File: src/core/hbd_regs.svh
// Functional notes
// Detection runs only while the enable bit is one; otherwise it stays idle.
// Two-bit type result: 00 none, 01 no microphone, 11 with microphone.
// Jack debounce codes 000-101 give 16-512 ms with 2-64 ms sampling.
// Software never writes jack debounce codes 110 or 111.
// Button debounce codes: 00 none, then 8, 16, 32 ms at 1, 2, 4 ms.
// Button flag sets on a debounced press and clears when read.
// Headset-present flag reads one while a headset is detected.
// Coupling bit: zero capless drive, one ac-coupled drive.
// Bit set means stereo fully differential output arrangement in use.
// Bit set means stereo pseudodifferential output arrangement in use.
// Software never sets both differential arrangement bits together.
// Software writes zeros to the three low reserved bits; they read zero.
// Results change only after stable samples across the whole debounce span.
`ifndef HBD_REGS_SVH
`define HBD_REGS_SVH

`define HBD_ADDR_DET_A    8'h0d
`define HBD_ADDR_DET_B    8'h0e

`define HBD_A_EN_BIT      7
`define HBD_A_TYPE_HI     6
`define HBD_A_TYPE_LO     5
`define HBD_A_JDEB_HI     4
`define HBD_A_JDEB_LO     2
`define HBD_A_BDEB_HI     1
`define HBD_A_BDEB_LO     0

`define HBD_B_AC_BIT      7
`define HBD_B_FDIFF_BIT   6
`define HBD_B_BTN_BIT     5
`define HBD_B_HS_BIT      4
`define HBD_B_PDIFF_BIT   3

`define HBD_RESET_VAL     8'h00

`define HBD_TYPE_NONE     2'h0
`define HBD_TYPE_NOMIC    2'h1
`define HBD_TYPE_MIC      2'h3

`define HBD_CLK_PERIOD_NS 20
`define HBD_SAMPLE_MS_NS  1000000
`define HBD_MS_CYCLES     (`HBD_SAMPLE_MS_NS / `HBD_CLK_PERIOD_NS)
`define HBD_DEB_SAMPLES   8

`endif

File: src/core/hbd_pkg.sv
package hbd_pkg;

  typedef struct packed {
    logic       wr;
    logic       rd;
    logic [7:0] addr;
    logic [7:0] wdata;
  } hbd_bus_s;

  typedef struct packed {
    logic button;
    logic mic;
    logic jack;
  } hbd_sense_s;

  typedef struct packed {
    logic ac_coupled;
    logic fully_diff;
    logic pseudo_diff;
  } hbd_drv_s;

endpackage

File: src/core/hbd_ctrl.sv
`timescale 1ns/1ps
`default_nettype none
`include "hbd_regs.svh"

module hbd_ctrl
  import hbd_pkg::*;
#(
  parameter int MS_CYCLES = `HBD_MS_CYCLES
) (
  input  wire logic       ref_clk_i,
  input  wire logic       reset_i,
  input  wire hbd_bus_s   bus_i,
  input  wire hbd_sense_s sense_i,
  output logic [7:0]      rdata_o,
  output logic            rvalid_o,
  output logic [1:0]      headset_type_o,
  output logic            headset_present_o,
  output logic            button_flag_o,
  output hbd_drv_s        drv_cfg_o
);

  localparam logic [15:0] MS_LAST = 16'(MS_CYCLES - 1);
  localparam logic [2:0]  DEB_LAST = 3'(`HBD_DEB_SAMPLES - 1);

  // Control, status and read-back fields
  logic       det_en_r, det_en_nxt;
  logic [2:0] jdeb_r, jdeb_nxt;
  logic [1:0] bdeb_r, bdeb_nxt;
  hbd_drv_s   drv_r, drv_nxt;
  logic       btn_flag_r, btn_flag_nxt;
  logic [1:0] type_r, type_nxt;
  logic       hs_r, hs_nxt;
  logic [7:0] rdata_r, rdata_nxt;
  logic       rvalid_r, rvalid_nxt;

  // Millisecond time base
  logic [15:0] pre_r, pre_nxt;
  logic [6:0]  ms_cnt_r, ms_cnt_nxt;
  logic        ms_pulse, jack_tick, btn_tick;
  logic [6:0]  jmask, bmask;

  logic [2:0] stab_r;
  logic       btn_prev_r, btn_prev_nxt;
  logic       press_evt;
  logic       wr_a, wr_b, rd_b;

  assign wr_a = bus_i.wr && bus_i.addr == `HBD_ADDR_DET_A;
  assign wr_b = bus_i.wr && bus_i.addr == `HBD_ADDR_DET_B;
  assign rd_b = bus_i.rd && bus_i.addr == `HBD_ADDR_DET_B;

  always_comb begin
    ms_pulse   = pre_r == MS_LAST;
    pre_nxt    = ms_pulse ? 16'h0000 : pre_r + 16'h0001;
    ms_cnt_nxt = ms_pulse ? ms_cnt_r + 7'h01 : ms_cnt_r;
    // Reserved jack codes sample every 128 ms, twice the code 101 spacing, rather than stalling
    jmask      = 7'((9'h002 << jdeb_r) - 9'h001);
    bmask      = 7'((9'h001 << (bdeb_r - 2'h1)) - 9'h001);
    jack_tick  = det_en_r && ms_pulse && (ms_cnt_r & jmask) == 7'h00;
    btn_tick   = det_en_r && ms_pulse && (ms_cnt_r & bmask) == 7'h00;
  end

  always_ff @(posedge ref_clk_i or posedge reset_i) begin
    if (reset_i) begin
      pre_r    <= 16'h0000;
      ms_cnt_r <= 7'h00;
    end else begin
      pre_r    <= pre_nxt;
      ms_cnt_r <= ms_cnt_nxt;
    end
  end

  // Debounce per sensed line: jack and mic share the jack timing
  genvar g;
  generate
    for (g = 0; g < 3; g++) begin : g_deb
      logic       cand_r, cand_nxt;
      logic [2:0] cnt_r, cnt_nxt;
      logic       stab_nxt;
      logic       tick, bypass, raw;

      assign raw    = sense_i[g];
      assign tick   = (g == 2) ? btn_tick : jack_tick;
      assign bypass = (g == 2) && bdeb_r == 2'h0;

      always_comb begin
        cand_nxt = cand_r;
        cnt_nxt  = cnt_r;
        stab_nxt = stab_r[g];
        if (!det_en_r) begin
          cand_nxt = 1'b0;
          cnt_nxt  = 3'h0;
          stab_nxt = 1'b0;
        end else if (bypass) begin
          stab_nxt = raw;
        end else if (tick) begin
          if (raw != cand_r) begin
            cand_nxt = raw;
            cnt_nxt  = 3'h0;
          end else if (cnt_r == DEB_LAST) begin
            stab_nxt = cand_r;
          end else begin
            cnt_nxt = cnt_r + 3'h1;
          end
        end
      end

      always_ff @(posedge ref_clk_i or posedge reset_i) begin
        if (reset_i) begin
          cand_r    <= 1'b0;
          cnt_r     <= 3'h0;
          stab_r[g] <= 1'b0;
        end else begin
          cand_r    <= cand_nxt;
          cnt_r     <= cnt_nxt;
          stab_r[g] <= stab_nxt;
        end
      end
    end
  endgenerate

  assign press_evt = det_en_r && stab_r[2] && !btn_prev_r;

  always_comb begin
    det_en_nxt   = det_en_r;
    jdeb_nxt     = jdeb_r;
    bdeb_nxt     = bdeb_r;
    drv_nxt      = drv_r;
    btn_prev_nxt = stab_r[2];
    if (wr_a) begin
      det_en_nxt = bus_i.wdata[`HBD_A_EN_BIT];
      jdeb_nxt   = bus_i.wdata[`HBD_A_JDEB_HI:`HBD_A_JDEB_LO];
      bdeb_nxt   = bus_i.wdata[`HBD_A_BDEB_HI:`HBD_A_BDEB_LO];
    end
    if (wr_b) begin
      drv_nxt.ac_coupled  = bus_i.wdata[`HBD_B_AC_BIT];
      drv_nxt.fully_diff  = bus_i.wdata[`HBD_B_FDIFF_BIT];
      drv_nxt.pseudo_diff = bus_i.wdata[`HBD_B_PDIFF_BIT];
    end
    // Press in the reading cycle survives the clear
    btn_flag_nxt = press_evt ? 1'b1 : (rd_b ? 1'b0 : btn_flag_r);
    hs_nxt       = det_en_r && stab_r[0];
    if (!det_en_r || !stab_r[0]) begin
      type_nxt = `HBD_TYPE_NONE;
    end else if (stab_r[1]) begin
      type_nxt = `HBD_TYPE_MIC;
    end else begin
      type_nxt = `HBD_TYPE_NOMIC;
    end
    rvalid_nxt = bus_i.rd;
    rdata_nxt  = 8'h00;
    if (bus_i.rd && bus_i.addr == `HBD_ADDR_DET_A) begin
      rdata_nxt = {det_en_r, type_r, jdeb_r, bdeb_r};
    end else if (rd_b) begin
      rdata_nxt = {drv_r.ac_coupled, drv_r.fully_diff, btn_flag_r, hs_r,
                   drv_r.pseudo_diff, 3'h0};
    end
  end

  always_ff @(posedge ref_clk_i or posedge reset_i) begin
    if (reset_i) begin
      det_en_r   <= 1'b0;
      jdeb_r     <= 3'h0;
      bdeb_r     <= 2'h0;
      drv_r      <= '0;
      btn_prev_r <= 1'b0;
      btn_flag_r <= 1'b0;
      hs_r       <= 1'b0;
      type_r     <= `HBD_TYPE_NONE;
      rvalid_r   <= 1'b0;
      rdata_r    <= `HBD_RESET_VAL;
    end else begin
      det_en_r   <= det_en_nxt;
      jdeb_r     <= jdeb_nxt;
      bdeb_r     <= bdeb_nxt;
      drv_r      <= drv_nxt;
      btn_prev_r <= btn_prev_nxt;
      btn_flag_r <= btn_flag_nxt;
      hs_r       <= hs_nxt;
      type_r     <= type_nxt;
      rvalid_r   <= rvalid_nxt;
      rdata_r    <= rdata_nxt;
    end
  end

  assign rdata_o           = rdata_r;
  assign rvalid_o          = rvalid_r;
  assign headset_type_o    = type_r;
  assign headset_present_o = hs_r;
  assign button_flag_o     = btn_flag_r;
  assign drv_cfg_o         = drv_r;

  // Checking helper: ms pulses since the last jack sample
  logic [7:0] gap_r;
  logic       gap_ok_r;
  always_ff @(posedge ref_clk_i or posedge reset_i) begin
    if (reset_i) begin
      gap_r    <= 8'h00;
      gap_ok_r <= 1'b0;
    end else begin
      gap_r    <= jack_tick ? 8'h00 : (ms_pulse ? gap_r + 8'h01 : gap_r);
      gap_ok_r <= wr_a ? 1'b0 : (jack_tick ? 1'b1 : gap_ok_r);
    end
  end
endmodule
`default_nettype wire

File: config.mk
export PLATFORM = sky130hd
export DESIGN_NAME = hbd_ctrl
export DESIGN_NICKNAME = d
export VERILOG_FILES = /design/src/core/hbd_pkg.sv /design/src/core/hbd_ctrl.sv
export VERILOG_INCLUDE_DIRS = /design/src /design/src/core
export SDC_FILE = /design/constraint.sdc
export NUM_CORES = 1
export LEC_CHECK = 0
export ABC_AREA = 1
export BUFFER_PORTS_ARGS = -buffer_cell sky130_fd_sc_hd__buf_4
export CAP_MARGIN = 5
export CORE_ASPECT_RATIO = 1.75
export CORE_MARGIN = 2
export CORE_UTILIZATION = 60
export CTS_CLUSTER_SIZE = 16
export DETAILED_ROUTE_END_ITERATION = 10
export GPL_ROUTABILITY_DRIVEN = 0
export HOLD_SLACK_MARGIN = 0.12
export PLACE_DENSITY_LB_ADDON = 0.2
export SETUP_SLACK_MARGIN = 0.02
export SLEW_MARGIN = 10
export SYNTH_ARGS = -nofsm -noshare
export SYNTH_HDL_FRONTEND = slang
export SYNTH_SLANG_ARGS = --single-unit
File: constraint.sdc
create_clock -name ref_clk_i -period 4.13 [get_ports ref_clk_i]
set_input_delay 0.413 -clock ref_clk_i [delete_from_list [all_inputs] [get_ports ref_clk_i]]
set_output_delay 0.413 -clock ref_clk_i [all_outputs]
set_load 0.02 [all_outputs]
# Yosys cells after proc, flatten, opt, wreduce, memory -nomap -nowiden
# Index checks and enable logic that the tools add are counted.
[classes]
bitwise = 2
n_addsub = 8
shifts = 2
n_eq_ne = 25
n_reduce_logical = 27
mux = 43
[ops]
columns = ["operator", "n"]
rows = [
  ["$mux W3", 13],
  ["$mux W1", 25],
  ["$add A16 B1 Y16 const B", 1],
  ["$eq A16 B16 Y1 const B", 1],
  ["$eq A8 B4 Y1 const B", 2],
  ["$mux W16", 1],
  ["$mux W8", 2],
  ["$reduce_and A3 Y1", 5],
  ["$and A7 B7 Y7", 2],
  ["$logic_not A7 Y1", 2],
  ["$ne A2 B1 Y1 const B", 7],
  ["$sub A7 B1 Y7 const B", 2],
  ["$ne A3 B3 Y1 const B", 4],
  ["$logic_and A1 B1 Y1", 10],
  ["$add A3 B1 Y3 const B", 3],
  ["$eq A3 B3 Y1 const B", 3],
  ["$reduce_and A2 Y1", 4],
  ["$add A7 B1 Y7 const B", 1],
  ["$shl A1 B2 Y7 const A", 1],
  ["$shl A2 B3 Y7 const A", 1],
  ["$ne A2 B2 Y1 const B", 3],
  ["$ne A3 B1 Y1 const B", 2],
  ["$mux W2", 2],
  ["$logic_not A1 Y1", 3],
  ["5 further kinds", 7],
]
[totals]
ff_bits = 61
word_cells = 130
output_inout_bits = 16

# Longest topological paths before layout
# Gate-level depths: netlist of the first run.
[depth]
word_depth = 9
mapped_depth = 12
depth_no_buf = 12

# Worst setup path after synthesis of the first run
# OpenSTA, ideal clock, no wires.
[synth_path]
path_type = "flip-flop to flip-flop"
from = "register pre_r[0]"
to = "register stab_r[1]"
setup_ns = 0.116
stages_incl_launch_ff = 12
path_buffers = 1
required_ns = 4.014
path_slack_ns = 2.650
synth_period_minus_slack_ns = 1.480
t_arrival_ns = 1.363
cell_sequence = "dfrtp_1 ha_1 nand2_2 nor2_4 nand2_2 nor2_8 nand3_4 nand2_4 buf_6 nand2_1 nand2_1 nand2_1"
[synth_via]
elab_chain_cells = 5
[synth_lines]
columns = ["item", "line", "source"]
rows = [
  ["start, declared", "hbd_ctrl.sv:37", "logic [15:0] pre_r, pre_nxt;"],
  ["start signal, assigned", "hbd_ctrl.sv:67", "pre_r <= pre_nxt;"],
  ["$eq A16 B16 Y1", "hbd_ctrl.sv:52", "ms_pulse = pre_r == MS_LAST;"],
  ["$logic_and A1 B1 Y1 (2 in series)", "hbd_ctrl.sv:58", "jack_tick = det_en_r && ms_pulse && (ms_cnt_r & jmask) == 7'h00;"],
  ["$ne A2 B1 Y1 (no source line)", "-", ""],
  ["$reduce_and A3 Y1 (no source line)", "-", ""],
  ["end signal, assigned by index", "hbd_ctrl.sv:115", "stab_r[g] <= stab_nxt;"],
  ["end, declared", "hbd_ctrl.sv:42", "logic [2:0] stab_r;"],
]
# No other way between the ends.
# A chain may end at the register's enable or synchronous reset.

# Worst setup path after layout of the first run
[layout_path]
from = "register pre_r[0]"
to = "register g_deb[0].cnt_r[2]"
[layout_via]
elab_chain_cells = 5
[layout_lines]
columns = ["item", "line", "source"]
rows = [
  ["$eq A16 B16 Y1", "hbd_ctrl.sv:52", ""],
  ["$logic_and A1 B1 Y1 (2 in series)", "hbd_ctrl.sv:58", ""],
  ["$ne A2 B1 Y1 (no source line)", "-", ""],
  ["$reduce_and A2 Y1 (no source line)", "-", ""],
  ["end signal, assigned", "hbd_ctrl.sv:114", "cnt_r <= cnt_nxt;"],
  ["end, declared", "hbd_ctrl.sv:77", "logic [2:0] cnt_r, cnt_nxt;"],
]
# No other way between the ends.

==> results of run 1 <==
-- flip-flops by register name, summed over array words and instances (netlist names) --
register,flops
bdeb_r,2
btn_prev_nxt,1
btn_prev_r,1
button_flag_o,1
det_en_r,1
drv_cfg_o,3
g_deb.cand_r,3
g_deb.cnt_r,9
headset_present_o,1
headset_type_o,1
jdeb_r,3
ms_cnt_r,7
pre_r,16
rdata_o,8
rvalid_o,1
stab_r,2
-- synthesized netlist by cell type --
library cell,n
sky130_fd_sc_hd__nand2_2,7
sky130_fd_sc_hd__clkbuf_1,1
sky130_fd_sc_hd__a21oi_1,6
sky130_fd_sc_hd__nor2_8,1
sky130_fd_sc_hd__nor4_4,1
sky130_fd_sc_hd__buf_4,3
sky130_fd_sc_hd__dfrtp_1,60
sky130_fd_sc_hd__xnor2_1,1
sky130_fd_sc_hd__o21bai_1,1
sky130_fd_sc_hd__o21ai_0,21
sky130_fd_sc_hd__and3_1,1
sky130_fd_sc_hd__nand3_1,25
sky130_fd_sc_hd__nor4_1,2
sky130_fd_sc_hd__o21ba_2,1
sky130_fd_sc_hd__nor3_1,11
sky130_fd_sc_hd__nand2_4,1
sky130_fd_sc_hd__buf_2,1
sky130_fd_sc_hd__ha_1,12
sky130_fd_sc_hd__nor2_1,38
sky130_fd_sc_hd__xor2_1,14
sky130_fd_sc_hd__nor2_2,6
sky130_fd_sc_hd__o21ai_1,4
sky130_fd_sc_hd__nor2_4,1
sky130_fd_sc_hd__nand2_1,104
sky130_fd_sc_hd__inv_1,53
sky130_fd_sc_hd__o21a_1,1
sky130_fd_sc_hd__nand3_4,1
sky130_fd_sc_hd__nand4_1,4
sky130_fd_sc_hd__buf_6,1
sky130_fd_sc_hd__inv_2,6
-- worst max path at each step --
| stage | startpoint | endpoint | slack, ns |
|---|---|---|---|
| final | pre_r[0] | g_deb[0].cnt_r[2] | 2.32 |
| after CTS | pre_r[0] | g_deb[0].cnt_r[2] | 2.31 |
| after global routing | pre_r[0] | g_deb[1].cnt_r[2] | 2.17 |
| after detailed placement | pre_r[0] | g_deb[0].cnt_r[2] | 2.32 |
| after global placement | pre_r[0] | g_deb[0].cnt_r[0] | 2.38 |
| after floorplan | reset_i | bdeb_r[0] | 2.23 |
-- placed cells by master (no fill, tap or decap), types with 2 or more instances in the layout --
cell                         n
sky130_fd_sc_hd__a21oi_1     6
sky130_fd_sc_hd__buf_4      38
sky130_fd_sc_hd__clkbuf_1    2
sky130_fd_sc_hd__clkbuf_8   11
sky130_fd_sc_hd__clkinv_2    2
sky130_fd_sc_hd__dfrtp_1    60
sky130_fd_sc_hd__ha_1       12
sky130_fd_sc_hd__inv_1      52
sky130_fd_sc_hd__inv_2       7
sky130_fd_sc_hd__nand2_1   104
sky130_fd_sc_hd__nand2_2     7
sky130_fd_sc_hd__nand3_1    25
sky130_fd_sc_hd__nand4_1     4
sky130_fd_sc_hd__nor2_1     38
sky130_fd_sc_hd__nor2_2      6
sky130_fd_sc_hd__nor3_1     11
sky130_fd_sc_hd__nor4_1      2
sky130_fd_sc_hd__o21ai_0    21
sky130_fd_sc_hd__o21ai_1     4
sky130_fd_sc_hd__xor2_1     14
-- worst max-delay path: cells and delay by family, from the launching register on --
kind | cells | cell delay (ns)
flops | 1 | 0.36
fa+ha+maj | 1 | 0.20
simple gates | 9 | 1.13
-- metrics by stage --
step / hold slack (ns) / setup slack [ns]
after floorplan: 0.374 / 2.23
after global placement: 0.415 / 2.38
after detailed placement: 0.419 / 2.32
after CTS: 0.184 / 2.31
after global routing: 0.177 / 2.17
final: 0.168 / 2.32
-- report_power, final --
part | total, W | internal, W | switching [W]
clock network | 0.000451 | 0.000245 | 0.000206
registers | 0.000681 | 0.000638 | 0.0000433
logic | 0.000198 | 0.0000824 | 0.000115
total | 0.00133 | 0.000966 | 0.000364
-- cells by family after synthesis --
group                      after synthesis
and+or+nand+nor                        203
DFF                                     60
xor gates and xnor gates                15
AOI/OAI and AO/OA                       34
buffers and inverters                   65
adders and majority gates               12
-- per-layer routing --
layer  vias to the layer above  track usage (%)  part of all wire [%]
met5                         -                0                     0
met4                         0             12.1                   3.5
met3                        19             6.44                   2.9
met2                        47             42.8                    56
met1                      1168             24.1                    38
li1                       1298                -                     -
-- final cells by class --
cell class | instances | area (um2)
Tap cell | 54 | 67.6
Sequential cell | 60 | 1500
Clock inverter | 2 | 10.0
Fill cell | 399 | 1390
Clock buffer | 13 | 159
Multi-Input combinational cell | 264 | 1380
Timing Repair Buffer | 38 | 285
Inverter | 59 | 221
==> impl_metrics.toml, run 1 <==
[outcome]
status = "finished, violations left"
violations = "design-rule violations"

[critical_path]
critical_path_required_ns = 4.34
worst_setup_slack_for_register_to_register_paths_ns = 2.32
critical_path_cell_by_cell = "ha_1, nand2_2, nor2_4, nand2_2, nor2_8, nand3_4, nand2_4, nand2_1, nand2_1, nand2_1"
crit_fanout = 14
crit_path_max_incr_delay_ns = 0.36
cp-start-kind = "register"
timing.rr.end = "g_deb[0].cnt_r[2]"
worst-r2r-cell-count = 10
critical_path.most_common_cell = "sky130_fd_sc_hd__nand2_1"
path_class = "register to register"
cp_slowest_cell = "sky130_fd_sc_hd__dfrtp_1"
rr_startpoint = "pre_r[0]"
crit_path_capture_type = "register"
timing.critical_path.arrival_ns = 2.02

[clock_network]
numCtsBuffers = 9
cts_post_setup_buffers_inserted = 0
clock-root-buffer = "sky130_fd_sc_hd__clkbuf_8"
cts_resized = 0
clock_sink_count = 60
clk_slew_on_worst_s_h_paths_ns = 0.06
clock_tree.htree_level_count = 3
clkLatencyLatePin_ns = 0.33
tritoncts_clock_tree = "done"
ctsHoldBuffers = 0
max-clock-path-buffers = 2

[place]
io_buffers = 37
detailedPlacementHpwl_um = 4770
placed_cells = 475
placedInstanceArea_um2 = 3460

[finish]
synthToLayoutAreaGrowth_pct = 15.2
finish.instance_area_um2 = 3630
post_route_cells_drive_above_1_share_pct = 17.7
stdcell_count = 490
final_core_utilization_pct = 72.2
antennaDiodeCount = 0
final_net_count = 467

[timing]
timing.final.max_slew_violations = 0
finalSetupTns_ns = 0
grt_setup_unrepaired = "false"
final_number_of_hold_violating_endpoints = 0
tcrit_tclk_final_pct = 43.9
timing.clock.skew_ns = 0.00685
tightest_slew_ns = 0.684
timing.final.crit_period_ns = 1.81
finalSetupViolCount = 0
achievable-frequency_ghz = 0.551
maxSlewHeadroom_pct = 54.4

[synth]
adder_cell_fraction_of_synth_area_pct = 4.77
netlist.area_leader.share_pct = 47.7
seq_area_frac_synth_pct = 47.7
synth.area.mux_share_pct = 0
synth.area.top_cells = "sky130_fd_sc_hd__dfrtp_1, sky130_fd_sc_hd__nand2_1, sky130_fd_sc_hd__inv_1"
postSynthNetCount = 424
synthDistinctLibCells = 30
synth-compound-area-share_pct = 5.73
synth_area_per_cell_um2 = 8.09
yosys_warnings = 0
synth_top_family_by_area = "simple AND/OR/NAND/NOR gates"
yosys_register_bits = 60
synth_area_leader_cell = "sky130_fd_sc_hd__dfrtp_1"
post_syn_area_um2 = 3150
postSynthCellCount = 389
yosys.area_share.xor_xnor_pct = 4.17
synth-simple-area-share_pct = 29.2

[die]
initial_util_pct = 62.7
placeableCoreArea_um2 = 5020
design.portCount = 39
core.rowCount = 34
design.die.area_um2 = 5860
die_w_um = 58.7
chipHeight_um = 99.8

[power_and_ir_drop]
pnr_total_power_w = 0.00133
maximum_vdd_ir_drop_v = 0.000289
leakage_nw = 1.99
p_per_area_nw_per_um2 = 367

[grt]
grt_pass1_wl_um = 10700
pin_count_of_the_biggest_net_entering_global_routing = 32
first_global_vias = 2640
grt-ovfl-total = 0
globalRouteTotalUtil_pct = 23.8
antenna_found_initial = 0

[detailed_routing]
remaining_drc_errors = 1
first_pass_iters = 7
route.detailed.wl_per_inst_um = 12.6
routed-via-count = 2532
final_antenna_net_count = 0
detail_route.iter0.violations = 100
drt-vias-per-instance = 5.17
wl_um = 6180

[flow_run]
max-cap-violations = 0

[worst_hold_path]
hold_path.class = "input pin to asynchronous set/reset pin"
Power figures use the tool's default switching activity.
==> inputs of run 2 (changes only) <==
CORE_UTILIZATION = 58   (was 60)
clock period = 1.7 ns   (was 4.13 ns; I/O delays follow)
==> impl_metrics.toml, run 2 (same netlist as run 1, synthesis figures left out) <==
[grt]
grt_pass1_wl_um = 11500
pin_count_of_the_biggest_net_entering_global_routing = 22
antenna_found_initial = 0
grt-ovfl-total = 0
first_global_vias = 2749
globalRouteTotalUtil_pct = 25.1

[detailed_routing]
first_pass_iters = 4
routed-via-count = 2688
drt-vias-per-instance = 5.20
route.detailed.wl_per_inst_um = 13.4
final_antenna_net_count = 0
wl_um = 6930
detail_route.iter0.violations = 112
remaining_drc_errors = 0

[die]
placeableCoreArea_um2 = 5260
die_w_um = 59.7
initial_util_pct = 59.9
design.portCount = 39
chipHeight_um = 101
core.rowCount = 35
design.die.area_um2 = 6050

[timing]
timing.final.max_slew_violations = 0
tcrit_tclk_final_pct = 96.8
maxSlewHeadroom_pct = 67.7
worst_slack_ns = 0.0550
grt_setup_unrepaired = "true"
achievable-frequency_ghz = 0.608
final_number_of_hold_violating_endpoints = 0
timing.final.crit_period_ns = 1.65
timing.clock.skew_ns = 0.00652
tightest_slew_ns = 0.484
finalSetupViolCount = 0

[clock_network]
clock_sink_count = 60
clkLatencyLatePin_ns = 0.33
tritoncts_clock_tree = "done"
clock-root-buffer = "sky130_fd_sc_hd__clkbuf_8"
numCtsBuffers = 9
max-clock-path-buffers = 2
clock_tree.htree_level_count = 3
clk_slew_on_worst_s_h_paths_ns = 0.06

[worst_hold_path]
hold_path.class = "input pin to register"

[finish]
most_frequent_cells_in_the_layout = "sky130_fd_sc_hd__nand2_1, sky130_fd_sc_hd__dfrtp_1, sky130_fd_sc_hd__buf_4, sky130_fd_sc_hd__inv_1, sky130_fd_sc_hd__nor2_1"
synthToLayoutAreaGrowth_pct = 26.2
largest_reg_flops = 16
layout.cells.most_common = "sky130_fd_sc_hd__nand2_1"
final_net_count = 493
largest-register = "pre_r"
final.fill_count = 399
post_route_cells_drive_above_1_share_pct = 24.7
sequential_area_um2 = 1500
antennaDiodeCount = 0
multi_input_area_um2 = 1480
stdcell_count = 517

[critical_path]
cp-start-kind = "register"
crit_fanout = 6
cp_slowest_cell = "sky130_fd_sc_hd__dfrtp_1"
critical_path_required_ns = 1.92
critical_path_cell_by_cell = "inv_2, nand2_1, nor2_2, nand2_2, nor2_8, nand3_4, buf_4, o21ai_0, nor2_1"
crit_path_capture_type = "register"
path_class = "register to register"
crit_path_max_incr_delay_ns = 0.40
timing.critical_path.arrival_ns = 1.86

[power_and_ir_drop]
leakage_nw = 2.13
p_per_area_nw_per_um2 = 864
maximum_vdd_ir_drop_v = 0.000731

[outcome]
status = "finished clean"

[flow_run]
max-cap-violations = 0

[place]
pre_cts_slack_ns = 0.0213
io_buffers = 37
placed_cells = 483
detailedPlacementHpwl_um = 5060
==> run 2: final cells by class <==
| type | instances | area share [%] |
|---|---|---|
| inverter | 59 | 5.58 |
| tap | 55 | 1.73 |
| multi-input combinational | 264 | 37.2 |
| clock buffer | 14 | 4.60 |
| timing repair buffer | 64 | 13.0 |
| sequential | 60 | 37.8 |
| clock inverter | 1 | 0.126 |
==> run 2: layer usage <==
layer  routed length [um]  GRT usage [%]  vias up  part of all wire (%)
li1                     -              -     1356                     -
met4                  193           13.8        0                   2.8
met2                 4010           46.4       40                    58
met5                    0              0        -                     0
met1                 2570           25.1     1272                    37
met3                  148           4.60       20                   2.1
==> run 2: final timing paths <==
| path | startpoint | endpoint | slack [ns] | cells after the start |
|---|---|---|---|---|
| worst max-delay path | pre_r[5] | g_deb[0].cand_r | 0.05 | 9 |
| worst min-delay path | sense_i[1] | g_deb[1].cand_r | 0.12 | 3 |
| worst max register to register | pre_r[5] | g_deb[0].cand_r | 0.05 | 9 |
| worst min register to register | btn_prev_nxt | btn_prev_r | 0.44 | 0 |
| max in group asynchronous | reset_i | pre_r[1] | 0.72 | 4 |
| min in group asynchronous | reset_i | rvalid_o | 0.42 | 3 |
==> run 2: through the flow <==
step	area [um2]	hold WS, ns	utilization [%]	setup TNS, ns	power [W]
2_1_floorplan	3150	0.201	-	0	0.00202
3_3_place_gp	3520	0.205	67.0	0	0.00216
3_5_place_dp	3520	0.212	67.0	0	0.00219
4_1_cts	3810	0.127	72.5	0	0.00342
5_1_grt	3970	0.126	75.6	-0.139	0.00362
6_report	3970	0.124	75.6	0	0.00343
==> run 2: where the power goes <==
| group | leakage (nW) | switching (W) | internal, W |
|---|---|---|---|
| sequential | 0.778 | 0.000105 | 0.00155 |
| combinational | 1.26 | 0.000331 | 0.000242 |
| clock | 0.0986 | 0.000525 | 0.000679 |
| total | 2.13 | 0.000961 | 0.00247 |
==> run 2: worst max-delay path: cells and delay by family (launching register included) <==
family                 cells  cell delay (ns)
and+or+nand+nor            6             0.69
AOI/OAI and AO/OA          1             0.16
buffers and inverters      2             0.27
DFF                        1             0.40
==> run 2: what timing repair did <==
item,in CTS,in global routing
hold endpoints to repair,27,0
hold buffers,9,0
pin swaps,0,8
gates resized for setup,1,27
endpoints found under the setup margin,5,22
setup buffers,0,10
==> inputs of run 3 (changes only) <==
CTS_BUF_LIST = sky130_fd_sc_hd__clkbuf_16   (was not set)
==> impl_metrics.toml, run 3 (same netlist as run 1, synthesis figures left out) <==
[die]
initial_util_pct = 59.9
design.die.area_um2 = 6050
chipHeight_um = 101
die_w_um = 59.7
design.portCount = 39
core.rowCount = 35
placeableCoreArea_um2 = 5260

[clock_network]
clock-root-buffer = "sky130_fd_sc_hd__clkbuf_16"
numCtsBuffers = 9
clock_tree.htree_level_count = 3
clock_sink_count = 60
clk_slew_on_worst_s_h_paths_ns = 0.05
clkLatencyLatePin_ns = 0.32
max-clock-path-buffers = 2
tritoncts_clock_tree = "done"

[detailed_routing]
final_antenna_net_count = 0
detail_route.iter0.violations = 126
routed-via-count = 2689
drt-vias-per-instance = 5.21
route.detailed.wl_per_inst_um = 13.8
wl_um = 7140
remaining_drc_errors = 0
first_pass_iters = 4

[timing]
timing.final.max_slew_violations = 0
worst_slack_ns = -0.00349
tightest_slew_ns = 0.468
grt_setup_unrepaired = "true"
maxSlewHeadroom_pct = 68.8
final_number_of_hold_violating_endpoints = 0
tcrit_tclk_final_pct = 100
finalSetupViolCount = 1
timing.final.crit_period_ns = 1.70
timing.clock.skew_ns = 0.00449
achievable-frequency_ghz = 0.587

[finish]
most_frequent_cells_in_the_layout = "sky130_fd_sc_hd__nand2_1, sky130_fd_sc_hd__dfrtp_1, sky130_fd_sc_hd__buf_4, sky130_fd_sc_hd__inv_1, sky130_fd_sc_hd__nor2_1"
final_net_count = 492
synthToLayoutAreaGrowth_pct = 27.6
largest-register = "pre_r"
layout.cells.most_common = "sky130_fd_sc_hd__nand2_1"
post_route_cells_drive_above_1_share_pct = 23.4
largest_reg_flops = 16
final.fill_count = 391
antennaDiodeCount = 0

[grt]
antenna_found_initial = 0
first_global_vias = 2730
pin_count_of_the_biggest_net_entering_global_routing = 22
grt_pass1_wl_um = 11500
grt-ovfl-total = 0
globalRouteTotalUtil_pct = 25.3

[power_and_ir_drop]
pnr_total_power_w = 0.00375
leakage_nw = 2.16
p_per_area_nw_per_um2 = 934
maximum_vdd_ir_drop_v = 0.000750

[place]
pre_cts_slack_ns = 0.0213
io_buffers = 37
detailedPlacementHpwl_um = 5060

[critical_path]
crit_fanout = 6
crit_path_capture_type = "register"
timing.critical_path.arrival_ns = 1.91
critical_path_required_ns = 1.91
cp-start-kind = "register"
path_class = "register to register"

[worst_hold_path]
hold_path.class = "input pin to register"

[flow_run]
max-cap-violations = 0

[outcome]
violations = "negative setup slack"
status = "finished, violations left"
==> run 3: path summary, 6_finish.rpt <==
check | startpoint | end | slack [ns] | cells past startpoint
worst min-delay path | sense_i[2] | g_deb[2].cand_r | 0.13 | 3
worst min register to register | btn_prev_nxt | btn_prev_r | 0.44 | 0
worst max register to register | bdeb_r[0] | g_deb[2].cnt_r[0] | -0.003 | 12
worst max-delay path | bdeb_r[0] | g_deb[2].cnt_r[0] | -0.003 | 12
max in group asynchronous | reset_i | pre_r[13] | 0.72 | 4
min in group asynchronous | reset_i | rdata_o[5] | 0.42 | 3
==> run 3: through the flow <==
| step | hold WS, ns | cells | utilization (%) | instance area (um2) | TNS [ns] |
|---|---|---|---|---|---|
| global route | 0.139 | 516 | 76.4 | 4020 | -0.894 |
| CTS | 0.140 | 507 | 73.7 | 3870 | 0 |
| floorplan | 0.201 | 389 | - | 3150 | 0 |
| finish | 0.130 | 516 | 76.4 | 4020 | -0.00349 |
| detailed placement | 0.212 | 483 | 67.0 | 3520 | 0 |
| global placement | 0.205 | 483 | 67.0 | 3520 | 0 |
==> run 3: final cells by class <==
class / instances / area [um2] / area share, %
Clock buffer: 9 / 225 / 5.61
Clock inverter: 6 / 23.8 / 0.592
Inverter: 59 / 221 / 5.51
Multi-Input combinational cell: 264 / 1470 / 36.5
Sequential cell: 60 / 1500 / 37.4
Tap cell: 55 / 68.8 / 1.71
Timing Repair Buffer: 63 / 508 / 12.6
==> run 3: power breakdown <==
part           switching, W  internal, W  leakage [nW]
Combinational      0.000333     0.000243          1.25
Sequential         0.000106      0.00155         0.778
Clock              0.000574     0.000944         0.126
==> run 3: worst max-delay path, cell delays in order (launching register included) <==
cell and delay, ns:
sky130_fd_sc_hd__dfrtp_1 0.40, sky130_fd_sc_hd__inv_2 0.10, sky130_fd_sc_hd__ha_4 0.18, sky130_fd_sc_hd__nand2_2 0.08, sky130_fd_sc_hd__nand2_2 0.06, sky130_fd_sc_hd__nor2_2 0.14, sky130_fd_sc_hd__nand2_1 0.08, sky130_fd_sc_hd__nor2_1 0.13
sky130_fd_sc_hd__nand2_1 0.12, sky130_fd_sc_hd__nand2_2 0.12, sky130_fd_sc_hd__nand2_4 0.08, sky130_fd_sc_hd__nand2_1 0.06, sky130_fd_sc_hd__o21ai_1 0.06
==> run 3: layer usage <==
metal,GRT usage (%),wire [um],share of wire [%],vias to the layer above
met1,25.6,2620,37,1261
met5,0,0,0,-
li1,-,-,-,1358
met3,5.62,195,2.7,18
met4,12.8,171,2.4,0
met2,46.2,4160,58,52
==> run 3: what timing repair did <==
| item | 4_1_cts | 5_1_grt |
|---|---|---|
| endpoints found under the hold margin | 25 | 0 |
| hold buffers | 9 | 0 |
| pin swaps | 0 | 9 |
| buffers inserted | 0 | 9 |
| gates resized for setup | 3 | 25 |
| setup endpoints to repair | 5 | 22 |
| cloned | 0 | 0 |
